### src/seq_event_consts.vh
`ifndef SEQ_EVENT_CONSTS_VH
`define SEQ_EVENT_CONSTS_VH
// command word fields
`define OPC_HI          31
`define OPC_LO          28
`define OR_BIT          27
`define INV_BIT         26
`define EVT_HI          25
`define SEC_HI          10
// instruction codes
`define OPC_CLEAR       4'h0
`define OPC_WAIT        4'h2
`define OPC_LATE        4'h3
`define OPC_UPLOAD      4'h4
`define OPC_SET         4'h5
// event vector layout
`define EVT_W           26
`define SEC_W           11
`define EVT_ZERO        26'h0000000
`define SEC_ZERO        11'h000
// event bit positions of pins, command-only signals and hardware edge sources
`define EVT_PIN_LO      17
`define EVT_SIG_LO      21
`define SIG_W           5
`define PIN_W           4
`define HW_MASK         26'h001ff7f
`define SIG_MASK        26'h3e00000
// timeout counter
`define TO_W            16
`define TO_ZERO         16'h0000
`define TO_ONE          16'h0001
// dword address step
`define ADDR_STEP       32'h00000004
`define ADDR_ZERO       32'h00000000
`endif

### src/sequencer_event_command_unit.v
// What this block does
// - event sets on rise, clears on fall
// - edge source high from reset leaves its event clear; pin events still follow the level
// - four pin events follow pin levels
// - five general signal events, index 0-4
// - three video transfer done events
// - odd and even field events per port
// - scaler source and target line events
// - opcode bits 31-28, field bits 27-0
// - wait stalls until condition or timeout
// - timeout counts clocks and/or vertical syncs
// - timeout sets flag, interrupt request, halts
// - or select picks or, else and
// - invert waits for condition false
// - upload copies selected register sections
// - upload moves only changed registers
// - check late flags already-true, else waits
// - clear touches only private event copies
// - copy set again by set or rise
// - no-operation is clear with nothing selected
// - set touches only private event copies
// - reset clears every task enable
// - two like tasks, task 0 first at the shared fetch port
`timescale 1ns/1ns
`include "seq_event_consts.vh"
module sequencer_event_command_unit
(
   input  wire         clock_i,
   input  wire         rst_n_i,
   input  wire [25:0]  event_source_i,      // hardware event sources in command bit order
   input  wire [1:0]   task_enable_set_i,   // pulse: software enables task
   input  wire [1:0]   task_enable_clr_i,   // pulse: software disables task
   input  wire [31:0]  list_addr0_i,        // start address task 0
   input  wire [31:0]  list_addr1_i,        // start address task 1
   input  wire [15:0]  timeout0_i,          // timeout limit task 0, zero disables
   input  wire [15:0]  timeout1_i,          // timeout limit task 1, zero disables
   input  wire [1:0]   timeout_clk_en_i,    // per task: count clocks
   input  wire [1:0]   timeout_vs_en_i,     // per task: count vertical syncs
   input  wire         vsync_pulse_i,       // one-cycle vertical sync pulse
   input  wire [1:0]   late_clr_i,          // pulse: clear late flag
   input  wire [1:0]   timeout_clr_i,       // pulse: clear timeout flag
   input  wire         fetch_ready_i,       // memory answers a fetch
   input  wire [31:0]  fetch_data_i,        // fetched dword
   input  wire [10:0]  section_changed_i,   // shadow section differs from working copy
   output reg          fetch_req_o,         // fetch request level
   output reg  [31:0]  fetch_addr_o,        // fetch byte address
   output reg          fetch_task_o,        // task owning the fetch
   output reg  [10:0]  upload_strobe_o,     // pulse: copy this section
   output reg  [25:0]  event_copy_o,        // private event copies
   output reg  [1:0]   task_enable_o,       // task enable bits
   output reg  [1:0]   task_timeout_flag_o, // timeout flags
   output reg  [1:0]   task_late_flag_o,    // late flags
   output reg  [1:0]   timeout_irq_o        // pulse: timeout interrupt request
);
   // task states: stopped, fetching the next dword, stalled on a condition
   localparam ST_IDLE  = 2'b00;
   localparam ST_FETCH = 2'b01;
   localparam ST_WAIT  = 2'b10;

   ////////////////////////////////////////////////////////////////////////////
   // edge detection of sources
   reg  [25:0] src_q;
   wire [25:0] rise = event_source_i & ~src_q & `HW_MASK;
   wire [25:0] fall = ~event_source_i & src_q & `HW_MASK;

   // the copy of the sources starts low, so a source already high at reset release
   // would look like a rise; primed_q keeps edges out until the first sample is in
   reg         primed_q;

   // last source levels and the primed mark
   always @(posedge clock_i or negedge rst_n_i)
   begin
      if (!rst_n_i)
      begin
         src_q    <= `EVT_ZERO;
         primed_q <= 1'b0;
      end
      else
      begin
         src_q    <= event_source_i;
         primed_q <= 1'b1;
      end
   end

   // edges take effect only once primed
   wire [25:0] edge_set = rise & {26{primed_q}};
   wire [25:0] edge_clr = fall & {26{primed_q}};

   ////////////////////////////////////////////////////////////////////////////
   // per task state
   reg  [1:0]  st_q  [0:1];
   reg  [31:0] pc_q  [0:1];
   reg  [31:0] cmd_q [0:1];
   reg  [15:0] to_q  [0:1];
   reg         gnt_q;                  // task whose fetch is outstanding

   // effects of the command word taken in this cycle
   reg  [25:0] set_req;
   reg  [25:0] clr_req;
   reg  [10:0] upl_d;

   // condition evaluation for a command word: and needs every selected copy set,
   // or needs any one of them; invert turns the result over
   function cond_true;
      input [31:0] c;
      input [25:0] ev;
      reg   [25:0] sel;
      reg          r;
      begin
         sel = c[`EVT_HI:0];
         if (c[`OR_BIT])
            r = |(ev & sel);
         else
            r = &(ev | ~sel);
         cond_true = r ^ c[`INV_BIT];
      end
   endfunction

   ////////////////////////////////////////////////////////////////////////////
   // event copies: command set/clear, hardware edges, pin levels
   always @(posedge clock_i or negedge rst_n_i)
   begin
      if (!rst_n_i)
         event_copy_o <= `EVT_ZERO;
      else
      begin
         // commands only touch copies; edges of the real source win, so a rise
         // in the same cycle as a clear command still sets the copy
         event_copy_o <= ((event_copy_o | set_req) & ~clr_req & ~edge_clr)
                         | edge_set;
         // pin events follow the pin level, no edge needed
         event_copy_o[`EVT_PIN_LO+`PIN_W-1:`EVT_PIN_LO] <=
            event_source_i[`EVT_PIN_LO+`PIN_W-1:`EVT_PIN_LO];
         // signal events answer only to set and clear commands
         event_copy_o[`EVT_SIG_LO+`SIG_W-1:`EVT_SIG_LO] <=
            (event_copy_o[`EVT_SIG_LO+`SIG_W-1:`EVT_SIG_LO] | set_req[`EVT_SIG_LO+`SIG_W-1:`EVT_SIG_LO])
            & ~clr_req[`EVT_SIG_LO+`SIG_W-1:`EVT_SIG_LO];
      end
   end

   ////////////////////////////////////////////////////////////////////////////
   // command effects decided this cycle (set/clear/upload)
   // only the word taken in this cycle has an effect
   always @*
   begin
      // defaults: no set, no clear, no upload
      set_req = `EVT_ZERO;
      clr_req = `EVT_ZERO;
      upl_d   = `SEC_ZERO;
      if (fetch_req_o && fetch_ready_i)
      begin
         case (fetch_data_i[`OPC_HI:`OPC_LO])
            `OPC_CLEAR:  clr_req = fetch_data_i[`EVT_HI:0];
            `OPC_SET:    set_req = fetch_data_i[`EVT_HI:0];
            `OPC_UPLOAD: upl_d   = fetch_data_i[`SEC_HI:0] & section_changed_i;
            // wait and check-late act through the task logic; other codes do nothing
            default:     upl_d   = `SEC_ZERO;
         endcase
      end
   end

   ////////////////////////////////////////////////////////////////////////////
   // fetch arbitration: task 0 first, then task 1; one fetch is outstanding at a
   // time, and its request and address stand until the memory answers
   wire want0 = (st_q[0] == ST_FETCH);
   wire want1 = (st_q[1] == ST_FETCH);
   wire busy  = fetch_req_o;
   wire pick  = want0 ? 1'b0 : 1'b1;

   // request drops the edge after the answer; upload strobes last one cycle
   always @(posedge clock_i or negedge rst_n_i)
   begin
      if (!rst_n_i)
      begin
         fetch_req_o     <= 1'b0;
         fetch_addr_o    <= `ADDR_ZERO;
         fetch_task_o    <= 1'b0;
         gnt_q           <= 1'b0;
         upload_strobe_o <= `SEC_ZERO;
      end
      else
      begin
         upload_strobe_o <= upl_d;
         if (busy && fetch_ready_i)
            fetch_req_o <= 1'b0;
         else if (!busy && (want0 || want1))
         begin
            fetch_req_o  <= 1'b1;
            gnt_q        <= pick;
            fetch_task_o <= pick;
            fetch_addr_o <= pick ? pc_q[1] : pc_q[0];
         end
      end
   end

   ////////////////////////////////////////////////////////////////////////////
   // per task sequencing, one instance per task; both tasks behave alike and
   // share only the fetch port, where task 0 always wins, so task 0 can hold task 1 up
   genvar t;
   generate
      for (t = 0; t < 2; t = t + 1)
      begin : g_task
         // this task's share of the fetch answer, limit and timeout tick
         wire        got   = fetch_req_o && fetch_ready_i && (gnt_q == t) && (st_q[t] == ST_FETCH);
         wire [3:0]  opc   = fetch_data_i[`OPC_HI:`OPC_LO];
         wire [15:0] limit = (t == 0) ? timeout0_i : timeout1_i;
         wire        tick  = (timeout_clk_en_i[t] | (timeout_vs_en_i[t] & vsync_pulse_i));

         // condition of the stalled command, and expiry on this tick
         wire        wok   = cond_true(cmd_q[t], event_copy_o);
         wire        expd  = (limit != `TO_ZERO) && tick && (to_q[t] + `TO_ONE >= limit);

         always @(posedge clock_i or negedge rst_n_i)
         begin
            // a reset leaves every task stopped until software starts it
            if (!rst_n_i)
            begin
               st_q[t]                <= ST_IDLE;
               pc_q[t]                <= `ADDR_ZERO;
               cmd_q[t]               <= `ADDR_ZERO;
               to_q[t]                <= `TO_ZERO;
               task_enable_o[t]       <= 1'b0;
               task_timeout_flag_o[t] <= 1'b0;
               task_late_flag_o[t]    <= 1'b0;
               timeout_irq_o[t]       <= 1'b0;
            end
            else
            begin
               timeout_irq_o[t] <= 1'b0;

               // flag clears come first, so a set further down in the same cycle wins
               if (timeout_clr_i[t])
                  task_timeout_flag_o[t] <= 1'b0;
               if (late_clr_i[t])
                  task_late_flag_o[t] <= 1'b0;

               // idle waits for a start, fetch takes dwords, wait stalls on a condition
               case (st_q[t])
                  ST_IDLE:
                  begin
                     // the start address is taken together with the enable
                     if (task_enable_set_i[t])
                     begin
                        task_enable_o[t] <= 1'b1;
                        pc_q[t]          <= (t == 0) ? list_addr0_i : list_addr1_i;
                        st_q[t]          <= ST_FETCH;
                     end
                  end

                  ST_FETCH:
                  begin
                     if (task_enable_clr_i[t])
                     begin
                        task_enable_o[t] <= 1'b0;
                        st_q[t]          <= ST_IDLE;
                     end
                     else if (got)
                     begin
                        // a one-dword command is done here; the next dword follows on
                        pc_q[t]  <= pc_q[t] + `ADDR_STEP;
                        cmd_q[t] <= fetch_data_i;
                        to_q[t]  <= `TO_ZERO;
                        if (opc == `OPC_WAIT)
                           st_q[t] <= ST_WAIT;
                        else if (opc == `OPC_LATE)
                        begin
                           if (cond_true(fetch_data_i, event_copy_o))
                              task_late_flag_o[t] <= 1'b1;
                           else
                              st_q[t] <= ST_WAIT;
                        end
                     end
                  end

                  // a condition that holds beats a timeout in the same cycle
                  ST_WAIT:
                  begin
                     if (task_enable_clr_i[t])
                     begin
                        task_enable_o[t] <= 1'b0;
                        st_q[t]          <= ST_IDLE;
                     end
                     else if (wok)
                        st_q[t] <= ST_FETCH;
                     else if (expd)
                     begin
                        task_timeout_flag_o[t] <= 1'b1;
                        timeout_irq_o[t]       <= 1'b1;
                        task_enable_o[t]       <= 1'b0;
                        st_q[t]                <= ST_IDLE;
                     end
                     // the counter only runs while a limit is set
                     else if (tick && limit != `TO_ZERO)
                        to_q[t] <= to_q[t] + `TO_ONE;
                  end

                  // an unused state code falls back to idle
                  default:
                     st_q[t] <= ST_IDLE;
               endcase
            end
         end
      end
   endgenerate
endmodule // sequencer_event_command_unit

### config.mk
export PLATFORM = sky130hd
export DESIGN_NAME = sequencer_event_command_unit
export DESIGN_NICKNAME = d
export VERILOG_FILES = /design/src/sequencer_event_command_unit.v
export VERILOG_INCLUDE_DIRS = /design/src /design/src/src
export SDC_FILE = /design/constraint.sdc
export NUM_CORES = 1
export LEC_CHECK = 0
export ABC_AREA = 1
export BUFFER_PORTS_ARGS = -buffer_cell sky130_fd_sc_hd__buf_2
export CAP_MARGIN = 10
export CORE_AREA = 2 2 160 162
export DETAILED_ROUTE_END_ITERATION = 10
export DIE_AREA = 0 0 162 164
export GPL_TIMING_DRIVEN = 0
export PLACE_DENSITY = 0.86
export RECOVER_POWER = 100
export REMOVE_ABC_BUFFERS = 1
export SKIP_CTS_REPAIR_TIMING = 1
export SYNTH_ARGS = -nofsm -noshare
export SYNTH_HDL_FRONTEND = slang
export SYNTH_SLANG_ARGS = --single-unit
### constraint.sdc
create_clock -name clock_i -period 4.67 [get_ports clock_i]
set_input_delay 0.467 -clock clock_i [delete_from_list [all_inputs] [get_ports clock_i]]
set_output_delay 0.467 -clock clock_i [all_outputs]
set_load 0.01 [all_outputs]
**Word level (Yosys, flattened, before mapping)**

Cells that the tools add are included.

- Add/subtract/negate cells: 4
- $lt $le $gt $ge: 2
- Equality and inequality tests: 36
- Mux-type cells: 107
- Bitwise operators: 37
- Reductions and logical operators: 41

Operators with widths:

| operator | count |
|---|---|
| 32-bit two-way mux | 7 |
| 16-bit two-way mux | 12 |
| 32-bit case mux with 2 select lines | 2 |
| 26-bit two-way mux | 4 |
| 17-bit AND | 6 |
| 26-bit AND | 3 |
| 26-bit NOT | 3 |
| 26-bit bitwise OR | 3 |
| 26-bit AND reduction | 3 |
| 26-bit OR reduction | 3 |
| 17-bit NOT | 4 |
| 32-bit by 3-bit adder with 32-bit output, second input constant | 2 |
| 16-bit case mux with 2 select lines | 2 |
| 1-bit two-way mux | 56 |
| 2-bit two-way mux | 18 |
| 17-bit bitwise OR | 2 |
| 16-bit by 1-bit adder with 16-bit output, second input constant | 2 |
| 16-bit >= comparator | 2 |
| 16-bit nonzero test | 2 |
| 2-bit inequality test, second input constant | 14 |
| 11-bit two-way mux | 2 |
| 5-bit AND reduction | 4 |
| 7-bit AND reduction | 2 |
| 3-bit inequality test, second input constant | 4 |
| other kinds (29) | 65 |

- Flip-flop bits (word level): 253
- Logic and storage cells: 250

**Logic depth before layout (Yosys ltp)**

Gate-level depths: netlist of run 1.

- Word-level depth: 16
- Gate-level depth with buffers: 25
- Mapped depth without buffers: 24

**Least setup slack after synthesis of run 1**

Ideal clock, no wire load.

- Kind: reg2reg
- Start: register to_q[0] (netlist bit)
- End: register to_q[11] (netlist bit)
- Library setup time: 121 ps
- Arrival time: 2,566 ps
- Data required time: 4,549 ps
- Path slack: 1,984 ps
- Stages on the path, launching flop included: 23
- Clock period less this slack: 2,686 ps
- Cell sequence: dfrtp_1 > ha_1 > nand2_1 > nor2_1 > nand2_1 > nor2_1 > inv_1 > nor3_1 > xor2_1 > inv_1 > ha_1 > nand4_1 > nor2_1 > nand2_1 > inv_1 > nand2_1 > nand2_1 > nand3_1 > nand2_1 > inv_1 > nand2_4 > buf_4 > o21ai_1

- Cells in the longest elaborated chain, start to end: 6
- Elaborated cells on any way between the ends: 10
- Those cells by class: add/sub: 1; order compare: 1; eq/ne: 1; mux: 5; reduce/logical: 2

Ends and longest elaborated chain:

| what | RTL line | text |
|---|---|---|
| start: declaration | sequencer_event_command_unit.v:94 | `reg [15:0] to_q [0:1];` |
| start signal: indexed assignment | sequencer_event_command_unit.v:221 | `` to_q[t] <= `TO_ZERO; `` |
| start signal: indexed assignment | sequencer_event_command_unit.v:262 | `` to_q[t] <= `TO_ZERO; `` |
| start signal: indexed assignment | sequencer_event_command_unit.v:294 | `` to_q[t] <= to_q[t] + `TO_ONE; `` |
| 16-bit by 1-bit adder with 16-bit output (no source line) * | - |  |
| parallel branches: the longest is 5 deep, another holds 16-bit >= comparator | - |  |

Every way passes the cells marked *. The select of a mux whose other input is x is not followed.
A chain may end at the register's enable or synchronous reset.

**Worst setup path after layout of run 1**

- Start: register st_q[1] (netlist bit)
- End: register pc_q[12] (netlist bit)

- Cells in the longest elaborated chain, start to end: 4
- Elaborated cells on any way between the ends: 9
- Those cells by class: eq/ne: 4; mux: 1; reduce/logical: 4

Ends and longest elaborated chain:

| what | RTL line | text |
|---|---|---|
| start: declaration | sequencer_event_command_unit.v:91 | `reg [1:0] st_q [0:1];` |
| start signal: indexed assignment | sequencer_event_command_unit.v:218 | `st_q[t] <= ST_IDLE;` |
| start signal: indexed assignment | sequencer_event_command_unit.v:246 | `st_q[t] <= ST_FETCH;` |
| start signal: indexed assignment | sequencer_event_command_unit.v:255 | `st_q[t] <= ST_IDLE;` |
| 2-bit by 1-bit equality test with 1-bit output | sequencer_event_command_unit.v:204, sequencer_event_command_unit.v:238 |  |
| 1-bit logical AND | sequencer_event_command_unit.v:204 | `wire got = fetch_req_o && fetch_ready_i && (gnt_q == t) && (st_q[t] == ST_FETCH);` |
| 2-bit by 1-bit inequality test with 1-bit output (no source line) | - |  |
| 4-bit AND reduction (no source line) | - |  |
| end signal: indexed assignment | sequencer_event_command_unit.v:219 | `` pc_q[t] <= `ADDR_ZERO; `` |
| end signal: indexed assignment | sequencer_event_command_unit.v:245 | `pc_q[t] <= (t == 0) ? list_addr0_i : list_addr1_i;` |
| end signal: indexed assignment | sequencer_event_command_unit.v:260 | `` pc_q[t] <= pc_q[t] + `ADDR_STEP; `` |
| end: declaration | sequencer_event_command_unit.v:92 | `reg [31:0] pc_q [0:1];` |

Parallel ways exist; a longest one is shown, timed or not.

==> results of run 1 <==
==> through the flow <==
stage	power, mW	std cells	setup slack [ns]
finish	10.3	2632	0.557
CTS	10.3	2627	0.699
detailed placement	7.84	2575	0.712
floorplan	6.31	1986	0.586
global placement	7.55	2569	-1.41
global route	11.0	2631	0.207
==> placed cells by master, fill, tap and decap left out, types with 21 or more instances in the layout <==
cell type | Yosys | layout
nand2_1 | 629 | 630
inv_1 | 251 | 254
dfrtp_1 | 252 | 252
buf_2 | 14 | 157
o21ai_0 | 134 | 150
nor2_1 | 145 | 147
nand3_1 | 101 | 102
clkbuf_1 | 44 | 98
nor3_1 | 64 | 64
a21oi_1 | 44 | 44
ha_1 | 44 | 44
nand4_1 | 38 | 38
a31oi_1 | 37 | 37
xor2_1 | 34 | 34
clkbuf_16 | 0 | 28
o22ai_1 | 21 | 21
==> cells by family (layout without fill, tap and decap cells) <==
kind of cell | after synthesis | count (layout)
other cells | 1 | 4
xor+xnor | 38 | 38
compound gates | 328 | 328
flops | 252 | 252
fa+ha+maj | 44 | 44
mux | 15 | 15
buf+inv | 339 | 585
simple gates | 1036 | 1036
==> how the worst max path moves through the flow <==
stage | slack, ns | endpoint | depth (start not counted) | startpoint
2_1_floorplan | 0.59 | pc_q[12]$_DFFE_PN0P_ | 11 | st_q[1]$_DFFE_PN0P_
3_3_place_gp | -1.41 | pc_q[24]$_DFFE_PN0P_ | 1 | rst_n_i
3_5_place_dp | 0.71 | pc_q[12]$_DFFE_PN0P_ | 11 | st_q[1]$_DFFE_PN0P_
4_1_cts | 0.70 | pc_q[12]$_DFFE_PN0P_ | 11 | st_q[1]$_DFFE_PN0P_
5_1_grt | 0.21 | to_q[27]$_DFFE_PN0P_ | 20 | to_q[16]$_DFFE_PN0P_
6_report | 0.56 | pc_q[12]$_DFFE_PN0P_ | 11 | st_q[1]$_DFFE_PN0P_
==> sequential cells by signal, summed over array words and instances, names as in the netlist, 4 cells and up <==
register / cells
to_q: 32
src_q: 16
event_copy_o: 26
st_q: 4
fetch_addr_o: 32
upload_strobe_o: 11
cmd_q: 56
pc_q: 64
==> cell type report <==
type                            count  area (µm²)
Antenna cell                        3        7.51
Clock buffer                       38         828
Clock inverter                     14         219
Fill cell                        2092        7300
Inverter                          272        1020
Multi-Input combinational cell   1462        7440
Sequential cell                   252        6310
Tap cell                          330         413
Timing Repair Buffer              261        1290
==> metal layers <==
layer / track usage / up-vias / share of wire
met5: 0 / - / 0.00061
li1: - / 7156 / -
met3: 0.0677 / 121 / 0.087
met4: 0.114 / 4 / 0.035
met2: 0.539 / 673 / 0.47
met1: 0.435 / 7174 / 0.41
==> power by group <==
group	switching, mW	total [mW]	internal, mW	leakage [nW]
Clock	0.942	2.46	1.52	0.513
Combinational	2.78	4.16	1.38	5.12
Sequential	0.760	3.70	2.94	3.17
==> impl_metrics.py, run 1 <==
metrics = {
    "timing": {
        "relSlewSlack": -1.17,
        "finalHoldViolations": 0,
        "fin_tns_setup_ns": 0,
        "fin_skew_ns": 0.0139,
        "period_share": 0.881,
        "maxSlewViolCount": 113,
        "rsz0062_at_grt": "false",
        "worst_hold_slack_ns": 0.0140,
        "setup_viol": 0,
        "period_needed_ns": 4.11,
        "worst_pin_slew_ns": 3.26,
        "max_freq_mhz": 243,
    },
    "power_and_ir_drop": {
        "peakVddDrop_mv": 0.400,
        "power_density_mw_per_mm2": 589,
        "power.leakage_nw": 8.80,
    },
    "synthesis": {
        "synth-simple-area-share": 0.295,
        "synth_fa_ha_area_frac": 0.0365,
        "synth_cells": 2053,
        "netlist.top_cell.by_area": "dfrtp_1",
        "synth_top_area_frac": 0.418,
        "yosys_warnings": 0,
        "synthTopCellsByArea": "dfrtp_1 (42%), nand2_1 (16%), inv_1 (6.2%)",
        "synthDistinctLibCells": 53,
        "synthesis.area_mm2": 0.0151,
        "synth_top_family_by_area": "simple AND/OR/NAND/NOR gates",
        "synth_common_cells": "nand2_1 (629), dfrtp_1 (252), inv_1 (251)",
        "synth.avg_cell_area_um2": 7.35,
        "ys_seq_elements": 252,
        "yosys.cell_count.top_type": "nand2_1",
        "synthXorXnorAreaFrac": 0.0221,
        "synth_edf_count": 0,
        "synth_flop_cell": "dfrtp_1",
        "async_flop_share": 1.00,
        "synth.area.mux_share": 0.0110,
        "synth-compound-area-share": 0.131,
        "ys_seq_area_frac": 0.418,
    },
    "run": {
        "maxCapViolCount": 2,
    },
    "clock_tree": {
        "clk_path_buf_depth": 3,
        "root_buffer": "clkbuf_16",
        "cts_buffers": 28,
        "clock_sinks": 252,
        "clk_pin_slew_ns": 0.06,
        "cts.htree.levels": 1,
        "clk_latency_ns": 0.56,
        "tritoncts": "done",
    },
    "drt": {
        "dr.pass1.iters": 6,
        "drcViolationCount": 0,
        "ant_nets": 0,
        "drt_iter0_drc": 1426,
        "routed_via_density": 5.75,
        "postRouteWirelength_mm": 44.5,
        "wl_per_cell_um": 16.9,
        "via_count": 15100,
    },
    "cells_and_area": {
        "design_area_mm2": 0.0175,
        "fin_nets": 2502,
        "area_growth_pct": 16.1,
        "drive_gt1_frac": 0.123,
        "final_util": 0.706,
    },
    "setup_path": {
        "path_common_cell": "inv_1",
        "worstReg2RegStart": "st_q[1]$_DFFE_PN0P_",
        "cp_data_required_time_ns": 5.10,
        "critPathKind": "flip-flop to flip-flop",
        "crit_chain": "inv_1 -> ha_1 -> inv_2 -> nor2_1 -> inv_1 -> o21ai_0 -> inv_1 -> nor3_4 -> inv_1 -> a22oi_1 -> inv_1",
        "arrival_ns": 4.55,
        "crit_slowest_cell": "nor3_4",
        "rr_endpoint": "pc_q[12]$_DFFE_PN0P_",
        "endpoint_kind": "flip-flop",
        "reg2reg_setup_slack_ns": 0.56,
        "critPathLaunchType": "flip-flop",
        "path_buf_inv": 6,
        "reg2reg_depth": 11,
        "cpPeakStageDelay_ns": 0.80,
        "cp_max_fo": 32,
        "path_delay_family": "buffers and inverters",
    },
    "die": {
        "dieArea_mm2": 0.0266,
        "num_rows": 58,
        "fp.dieH_um": 164,
        "start_util": 0.608,
        "chipWidth_um": 162,
        "ios": 260,
        "core_area_mm2": 0.0248,
    },
    "global_routing": {
        "grt_pass1_vias": 14200,
        "grt_overflow": 0,
        "grt_start_max_net_pins": 111,
        "grt.total_usage": 0.328,
        "grt_first_pass_wirelength_mm": 70.4,
        "antenna_found_initial": 5,
    },
    "place": {
        "port_buffers": 253,
        "place_congestion": 0.970,
        "postPlaceCellArea_mm2": 0.0166,
        "dp_hpwl_mm": 32.9,
    },
    "worst_hold_path": {
        "hp-class": "input port to flip-flop",
        "worstHoldPathCells": 1,
        "min_to": "event_copy_o[18]$_DFF_PN0_",
        "min_from": "event_source_i[18]",
    },
    "outcome": {
        "violations": "capacitance limit, slew limit",
        "status": "finished with violations",
    },
}
Power figures use the tool's default switching activity.
==> run 2: changes to the inputs <==
ABC_AREA = 0   (was 1)
CORE_AREA = 2 2 156 158   (was 2 2 160 162)
DIE_AREA = 0 0 158 160   (was 0 0 162 164)
PLACE_DENSITY = 0.85   (was 0.86)
REMOVE_ABC_BUFFERS = unset   (was 1)
==> impl_metrics.py, run 2 <==
metrics = {
    "outcome": {
        "status": "finished with violations",
        "violations": "capacitance limit, slew limit",
    },
    "worst_hold_path": {
        "worstHoldPathCells": 1,
        "hp-class": "input port to flip-flop",
    },
    "synthesis": {
        "synth.avg_cell_area_um2": 9.08,
        "synth_flop_cell": "dfrtp_1",
        "synthTopCellsByArea": "dfrtp_1 (45%), a21oi_1 (4.9%), o21ai_0 (4.4%)",
        "ys_seq_area_frac": 0.447,
        "async_flop_share": 1.00,
        "synthesis.area_mm2": 0.0141,
        "synth_common_cells": "dfrtp_1 (252), nand2_1 (150), a21oi_1 (137)",
        "synth_edf_count": 0,
        "yosys.cell_count.top_type": "dfrtp_1",
        "netlist.top_cell.by_area": "dfrtp_1",
        "synthDistinctLibCells": 71,
        "yosys_warnings": 0,
        "ys_seq_elements": 252,
        "synth_nets": 1778,
        "synth_cells": 1553,
        "synth_top_area_frac": 0.447,
    },
    "power_and_ir_drop": {
        "comb_power_share": 0.375,
        "p_int_mw": 5.91,
        "power.leakage_nw": 7.76,
        "power_density_mw_per_mm2": 608,
        "p_sw_frac": 0.417,
        "power.share.clock": 0.233,
        "total_power_mw": 10.1,
        "seqPwrFrac": 0.392,
        "peakVddDrop_mv": 0.337,
        "switching_power_mw": 4.22,
    },
    "cells_and_area": {
        "regMostFlops": "pc_q",
        "area_growth_pct": 18.3,
        "reg_top3": "pc_q x64, cmd_q x56",
        "n_fill_cell": 1986,
        "fin_nets": 2066,
        "layout_commonest_cell": "dfrtp_1",
        "drive_gt1_frac": 0.151,
        "largest_reg_flops": 64,
        "final_cell_mix": "dfrtp_1 (252), buf_2 (167), clkbuf_1 (153), nand2_1 (150), a21oi_1 (137)",
        "final_cells": 2189,
    },
    "timing": {
        "period_share": 0.897,
        "maxSlewViolCount": 248,
        "fin_skew_ns": 0.0143,
        "period_needed_ns": 4.19,
        "finalHoldViolations": 0,
        "rsz0062_at_grt": "false",
        "max_freq_mhz": 239,
        "worst_pin_slew_ns": 3.15,
        "relSlewSlack": -1.10,
        "setup_viol": 0,
    },
    "setup_path": {
        "critPathKind": "flip-flop to flip-flop",
        "arrival_ns": 4.68,
        "endpoint_kind": "flip-flop",
        "cp_max_fo": 10,
        "reg2reg_depth": 14,
        "cp_data_required_time_ns": 5.16,
        "critPathLaunchType": "flip-flop",
    },
    "global_routing": {
        "grt_start_max_net_pins": 127,
        "grt_first_pass_wirelength_mm": 69.9,
        "grt_pass1_vias": 13000,
        "grt_overflow": 0,
        "grt.total_usage": 0.355,
        "antenna_found_initial": 3,
    },
    "drt": {
        "drt_iter0_drc": 1302,
        "dr.pass1.iters": 5,
        "ant_nets": 0,
        "postRouteWirelength_mm": 45.5,
        "drcViolationCount": 0,
        "wl_per_cell_um": 20.8,
        "via_count": 13700,
        "routed_via_density": 6.24,
    },
    "die": {
        "start_util": 0.592,
        "ios": 260,
        "dieArea_mm2": 0.0253,
        "num_rows": 57,
        "fp.dieH_um": 160,
        "chipWidth_um": 158,
        "core_area_mm2": 0.0238,
    },
    "clock_tree": {
        "tritoncts": "done",
        "clk_path_buf_depth": 3,
        "clk_latency_ns": 0.56,
        "root_buffer": "clkbuf_16",
        "clk_pin_slew_ns": 0.06,
        "cts.htree.levels": 1,
        "clock_sinks": 252,
        "cts_buffers": 28,
    },
    "place": {
        "place_congestion": 0.971,
        "dp_cells": 2133,
        "dp_hpwl_mm": 32.9,
        "port_buffers": 253,
    },
    "run": {
        "maxCapViolCount": 2,
    },
}
[run 2: cell types whose count changed after synthesis, sizes merged, moves of 25 or more]
| cell | change |
|---|---|
| nand2 | -484 |
| inv | -154 |
| a21oi | +92 |
| nor2 | -85 |
| nor3 | -56 |
| mux2i | +44 |
| nand3 | -41 |
| and3 | +39 |
| nand2b | +39 |
| o22ai | +34 |
| a22oi | +25 |
[run 2: per-layer routing]
metal | GRT usage | vias up | wire length (µm)
met3 | 0.0613 | 125 | 4270
met5 | 0 | - | 12
li1 | - | 6235 | -
met2 | 0.552 | 727 | 20900
met1 | 0.508 | 6576 | 18800
met4 | 0.119 | 2 | 1550
[run 2: worst paths after layout]
kind	start	to	slack, ns
min in group asynchronous	rst_n_i	to_q[10]$_DFFE_PN0P_	0.36
worst max register to register	to_q[16]$_DFFE_PN0P_	to_q[24]$_DFFE_PN0P_	0.48
worst min-delay path	event_source_i[18]	event_copy_o[18]$_DFF_PN0_	0.01
worst min register to register	fetch_addr_o[14]$_DFFE_PN0P_	fetch_addr_o[14]$_DFFE_PN0P_	0.48
max in group asynchronous	rst_n_i	cmd_q[10]$_DFFE_PN0P_	0.91
worst max-delay path	to_q[16]$_DFFE_PN0P_	to_q[24]$_DFFE_PN0P_	0.48
[run 2: final cells by class]
class                           instances  area, µm²  area share
Multi-Input combinational cell       1120       7090       0.425
Sequential cell                       252       6310       0.378
Timing Repair Buffer                  258       1180      0.0710
Clock buffer                           39        843      0.0506
Inverter                              117        439      0.0263
Tap cell                              324        405      0.0243
Buffer                                 64        249      0.0149
Clock inverter                         13        154     0.00923
Antenna cell                            2       5.00    0.000300
[run 2: cells by family (layout without fill, tap and decap cells)]
group,after synthesis,count (layout),synth area share
compound gates,490,490,0.218
fa+ha+maj,44,44,0.0390
flops,252,252,0.447
mux,81,81,0.0606
simple gates,475,475,0.168
buf+inv,181,491,0.0493
xor+xnor,29,29,0.0180
other cells,1,3,0.000266
[run 2: metrics by stage]
stage	worst slack, ns	hold slack, ns	setup TNS (ns)	instance area (µm²)	utilization
2_1_floorplan	1.21	0.171	0	14100	-
3_3_place_gp	-1.41	0.459	-349.13	15800	0.662
3_5_place_dp	0.653	0.274	0	15800	0.665
4_1_cts	0.621	-0.301	0	16800	0.707
5_1_grt	0.177	0.00800	0	16700	0.700
6_report	0.481	0.0148	0	16700	0.700
[run 2: power groups by stage]
stage               registers (mW)  logic (mW)  clock network, mW
floorplan                     3.67        2.62                  0
global placement              3.90        3.64                  0
detailed placement            3.93        3.80                  0
CTS                           3.91        3.83               2.37
global route                  4.05        4.20               2.46
finish                        3.98        3.80               2.36
[run 2: critical path, cell delays in order, from the launching register on]
cell and delay, ns:
dfrtp_1 0.45, and3_1 0.18, nand3_1 0.15, nor4_1 0.66, nand3_1 0.18, xnor2_1 0.23
ha_1 0.29, nand4_1 0.09, or4_1 0.12, a221oi_1 0.05, a2111o_1 0.44, nor3b_2 0.52
clkbuf_1 0.41, nand4_1 0.17, a21bo_1 0.20
==> run 3: changes to the inputs <==
ABC_AREA = 1   (was 0)
CORE_AREA = 2 2 187 189   (was 2 2 156 158)
DIE_AREA = 0 0 189 191   (was 0 0 158 160)
HOLD_SLACK_MARGIN = 0.02   (was unset)
PLACE_DENSITY = 0.65   (was 0.85)
==> impl_metrics.py, run 3 (synthesis gave the netlist of run 1 again) <==
metrics = {
    "outcome": {
        "status": "finished with violations",
        "violations": "capacitance limit, slew limit",
    },
    "global_routing": {
        "grt_first_pass_wirelength_mm": 78.0,
        "grt_pass1_vias": 14400,
        "grt_start_max_net_pins": 121,
        "antenna_found_initial": 2,
        "grt_overflow": 0,
        "grt.total_usage": 0.273,
    },
    "cells_and_area": {
        "area_growth_pct": 18.4,
        "multi_input_area_mm2": 0.00743,
        "n_antenna_cell": 0,
        "final_cells": 2824,
        "final_util": 0.524,
        "regMostFlops": "pc_q",
        "n_fill_cell": 3431,
        "layout_commonest_cell": "nand2_1",
        "regArea_mm2": 0.00631,
        "drive_gt1_frac": 0.119,
        "reg_top3": "pc_q x64, cmd_q x56",
        "largest_reg_flops": 64,
        "final_cell_mix": "nand2_1 (630), inv_1 (257), dfrtp_1 (252), buf_2 (162), clkbuf_1 (160)",
        "fin_nets": 2570,
    },
    "timing": {
        "finalHoldViolations": 0,
        "fin_tns_setup_ns": 0,
        "worst_pin_slew_ns": 1.59,
        "rsz0062_at_grt": "false",
        "setup_viol": 0,
        "period_share": 0.785,
        "fin_skew_ns": 0.0174,
        "relSlewSlack": -0.0610,
        "period_needed_ns": 3.67,
        "max_freq_mhz": 273,
        "fin_ws_ns": 1.00,
        "maxSlewViolCount": 135,
    },
    "drt": {
        "postRouteWirelength_mm": 49.7,
        "wl_met3_mm": 3.28,
        "dr.pass1.iters": 6,
        "drt_iter0_drc": 1206,
        "wl_met2_mm": 21.9,
        "drcViolationCount": 0,
        "routed_via_density": 5.30,
        "via_count": 15000,
        "wl_met1_mm": 22.9,
        "wl_per_cell_um": 17.6,
        "top_layer": "met5",
        "ant_nets": 0,
    },
    "die": {
        "fp.dieH_um": 191,
        "start_util": 0.442,
        "core_area_mm2": 0.0341,
        "ios": 260,
        "chipWidth_um": 189,
        "num_rows": 68,
        "dieArea_mm2": 0.0361,
    },
    "clock_tree": {
        "root_buffer": "clkbuf_16",
        "cts.htree.levels": 1,
        "cts_buffers": 30,
        "clk_path_buf_depth": 3,
        "clk_pin_slew_ns": 0.06,
        "tritoncts": "done",
        "clock_sinks": 252,
        "clk_latency_ns": 0.56,
    },
    "power_and_ir_drop": {
        "peakVddDrop_mv": 0.315,
        "total_power_mw": 10.5,
        "power_density_mw_per_mm2": 588,
        "power.leakage_nw": 8.88,
    },
    "worst_hold_path": {
        "min_from": "event_source_i[14]",
        "hp-class": "input port to flip-flop",
        "min_to": "src_q[14]$_DFF_PN0_",
        "worstHoldPathCells": 1,
    },
    "setup_path": {
        "reg2reg_setup_slack_ns": 1.00,
        "critPathKind": "flip-flop to flip-flop",
        "worstReg2RegStart": "to_q[16]$_DFFE_PN0P_",
        "cp_max_fo": 10,
        "rr_endpoint": "to_q[27]$_DFFE_PN0P_",
        "cp_data_required_time_ns": 5.14,
        "reg2reg_depth": 22,
        "endpoint_kind": "flip-flop",
        "arrival_ns": 4.14,
        "critPathLaunchType": "flip-flop",
    },
    "place": {
        "port_buffers": 253,
        "place_congestion": 0.921,
        "dp_hpwl_mm": 38.3,
        "dp_cells": 2763,
        "place_ws_ns": 1.31,
    },
    "synthesis": {
        "synth_nets": 2278,
    },
    "run": {
        "maxCapViolCount": 2,
    },
}
-- run 3: cell count changes in the layout (fill, tap and decap cells not counted), moves of 39 or more --
cell,previous run,this run
a21oi_1,137,45
and3_1,40,1
inv_1,117,257
mux2i_1,46,2
nand2_1,150,630
nand2b_1,39,0
nor2_1,70,148
nor3_1,17,65
-- run 3: worst max path at each step --
stage                                     from                    to
after floorplan            to_q[0]$_DFFE_PN0P_  to_q[11]$_DFFE_PN0P_
after global placement                 rst_n_i  pc_q[24]$_DFFE_PN0P_
after detailed placement  to_q[16]$_DFFE_PN0P_  to_q[27]$_DFFE_PN0P_
after CTS                 to_q[16]$_DFFE_PN0P_  to_q[27]$_DFFE_PN0P_
after global routing                   rst_n_i  pc_q[26]$_DFFE_PN0P_
final                     to_q[16]$_DFFE_PN0P_  to_q[27]$_DFFE_PN0P_
-- run 3: cell type report --
| type | instances | share of cell area |
|---|---|---|
| tap | 455 | 0.0319 |
| clock buffer | 48 | 0.0525 |
| timing repair buffer | 260 | 0.0689 |
| inverter | 272 | 0.0572 |
| buffer | 67 | 0.0149 |
| clock inverter | 8 | 0.00595 |
| multi-input combinational | 1462 | 0.416 |
| sequential | 252 | 0.353 |
-- run 3: per-layer routing --
metal | vias to the layer above | GRT usage
met5 | - | 0
met1 | 7029 | 0.395
met4 | 4 | 0.0889
met3 | 90 | 0.0325
li1 | 7299 | -
met2 | 550 | 0.427
-- run 3: stage by stage --
| stage | hold WS (ns) | area [µm²] |
|---|---|---|
| 5_1_grt | 0.0443 | 17900 |
| 2_1_floorplan | 0.171 | 15100 |
| 3_3_place_gp | 0.466 | 16900 |
| 6_report | 0.0461 | 17900 |
| 3_5_place_dp | 0.335 | 17000 |
| 4_1_cts | -0.268 | 18000 |
-- run 3: critical path: stages, from the launching register on --
cell and delay (ns):
dfrtp_1 0.43, ha_1 0.22, nand3_1 0.10, nor2_1 0.19, nand4_1 0.14, nor2_1 0.21
nand2_1 0.12, o21ai_0 0.17, inv_1 0.08, ha_1 0.28, nand4_1 0.13, nor2_1 0.14
nand2_1 0.07, inv_1 0.05, nand2_1 0.04, nand2_1 0.11, nand3_1 0.16, nand2_1 0.12
inv_1 0.04, nand3_1 0.16, clkbuf_1 0.42, nand2_1 0.09, o21ai_0 0.09
-- run 3: where the power goes --
part	switching, mW	total (mW)	internal (mW)	leakage [nW]
sequential	0.757	3.70	2.94	3.17
clock	0.969	2.45	1.48	0.510
combinational	2.95	4.35	1.40	5.20
total	4.68	10.5	5.82	8.88
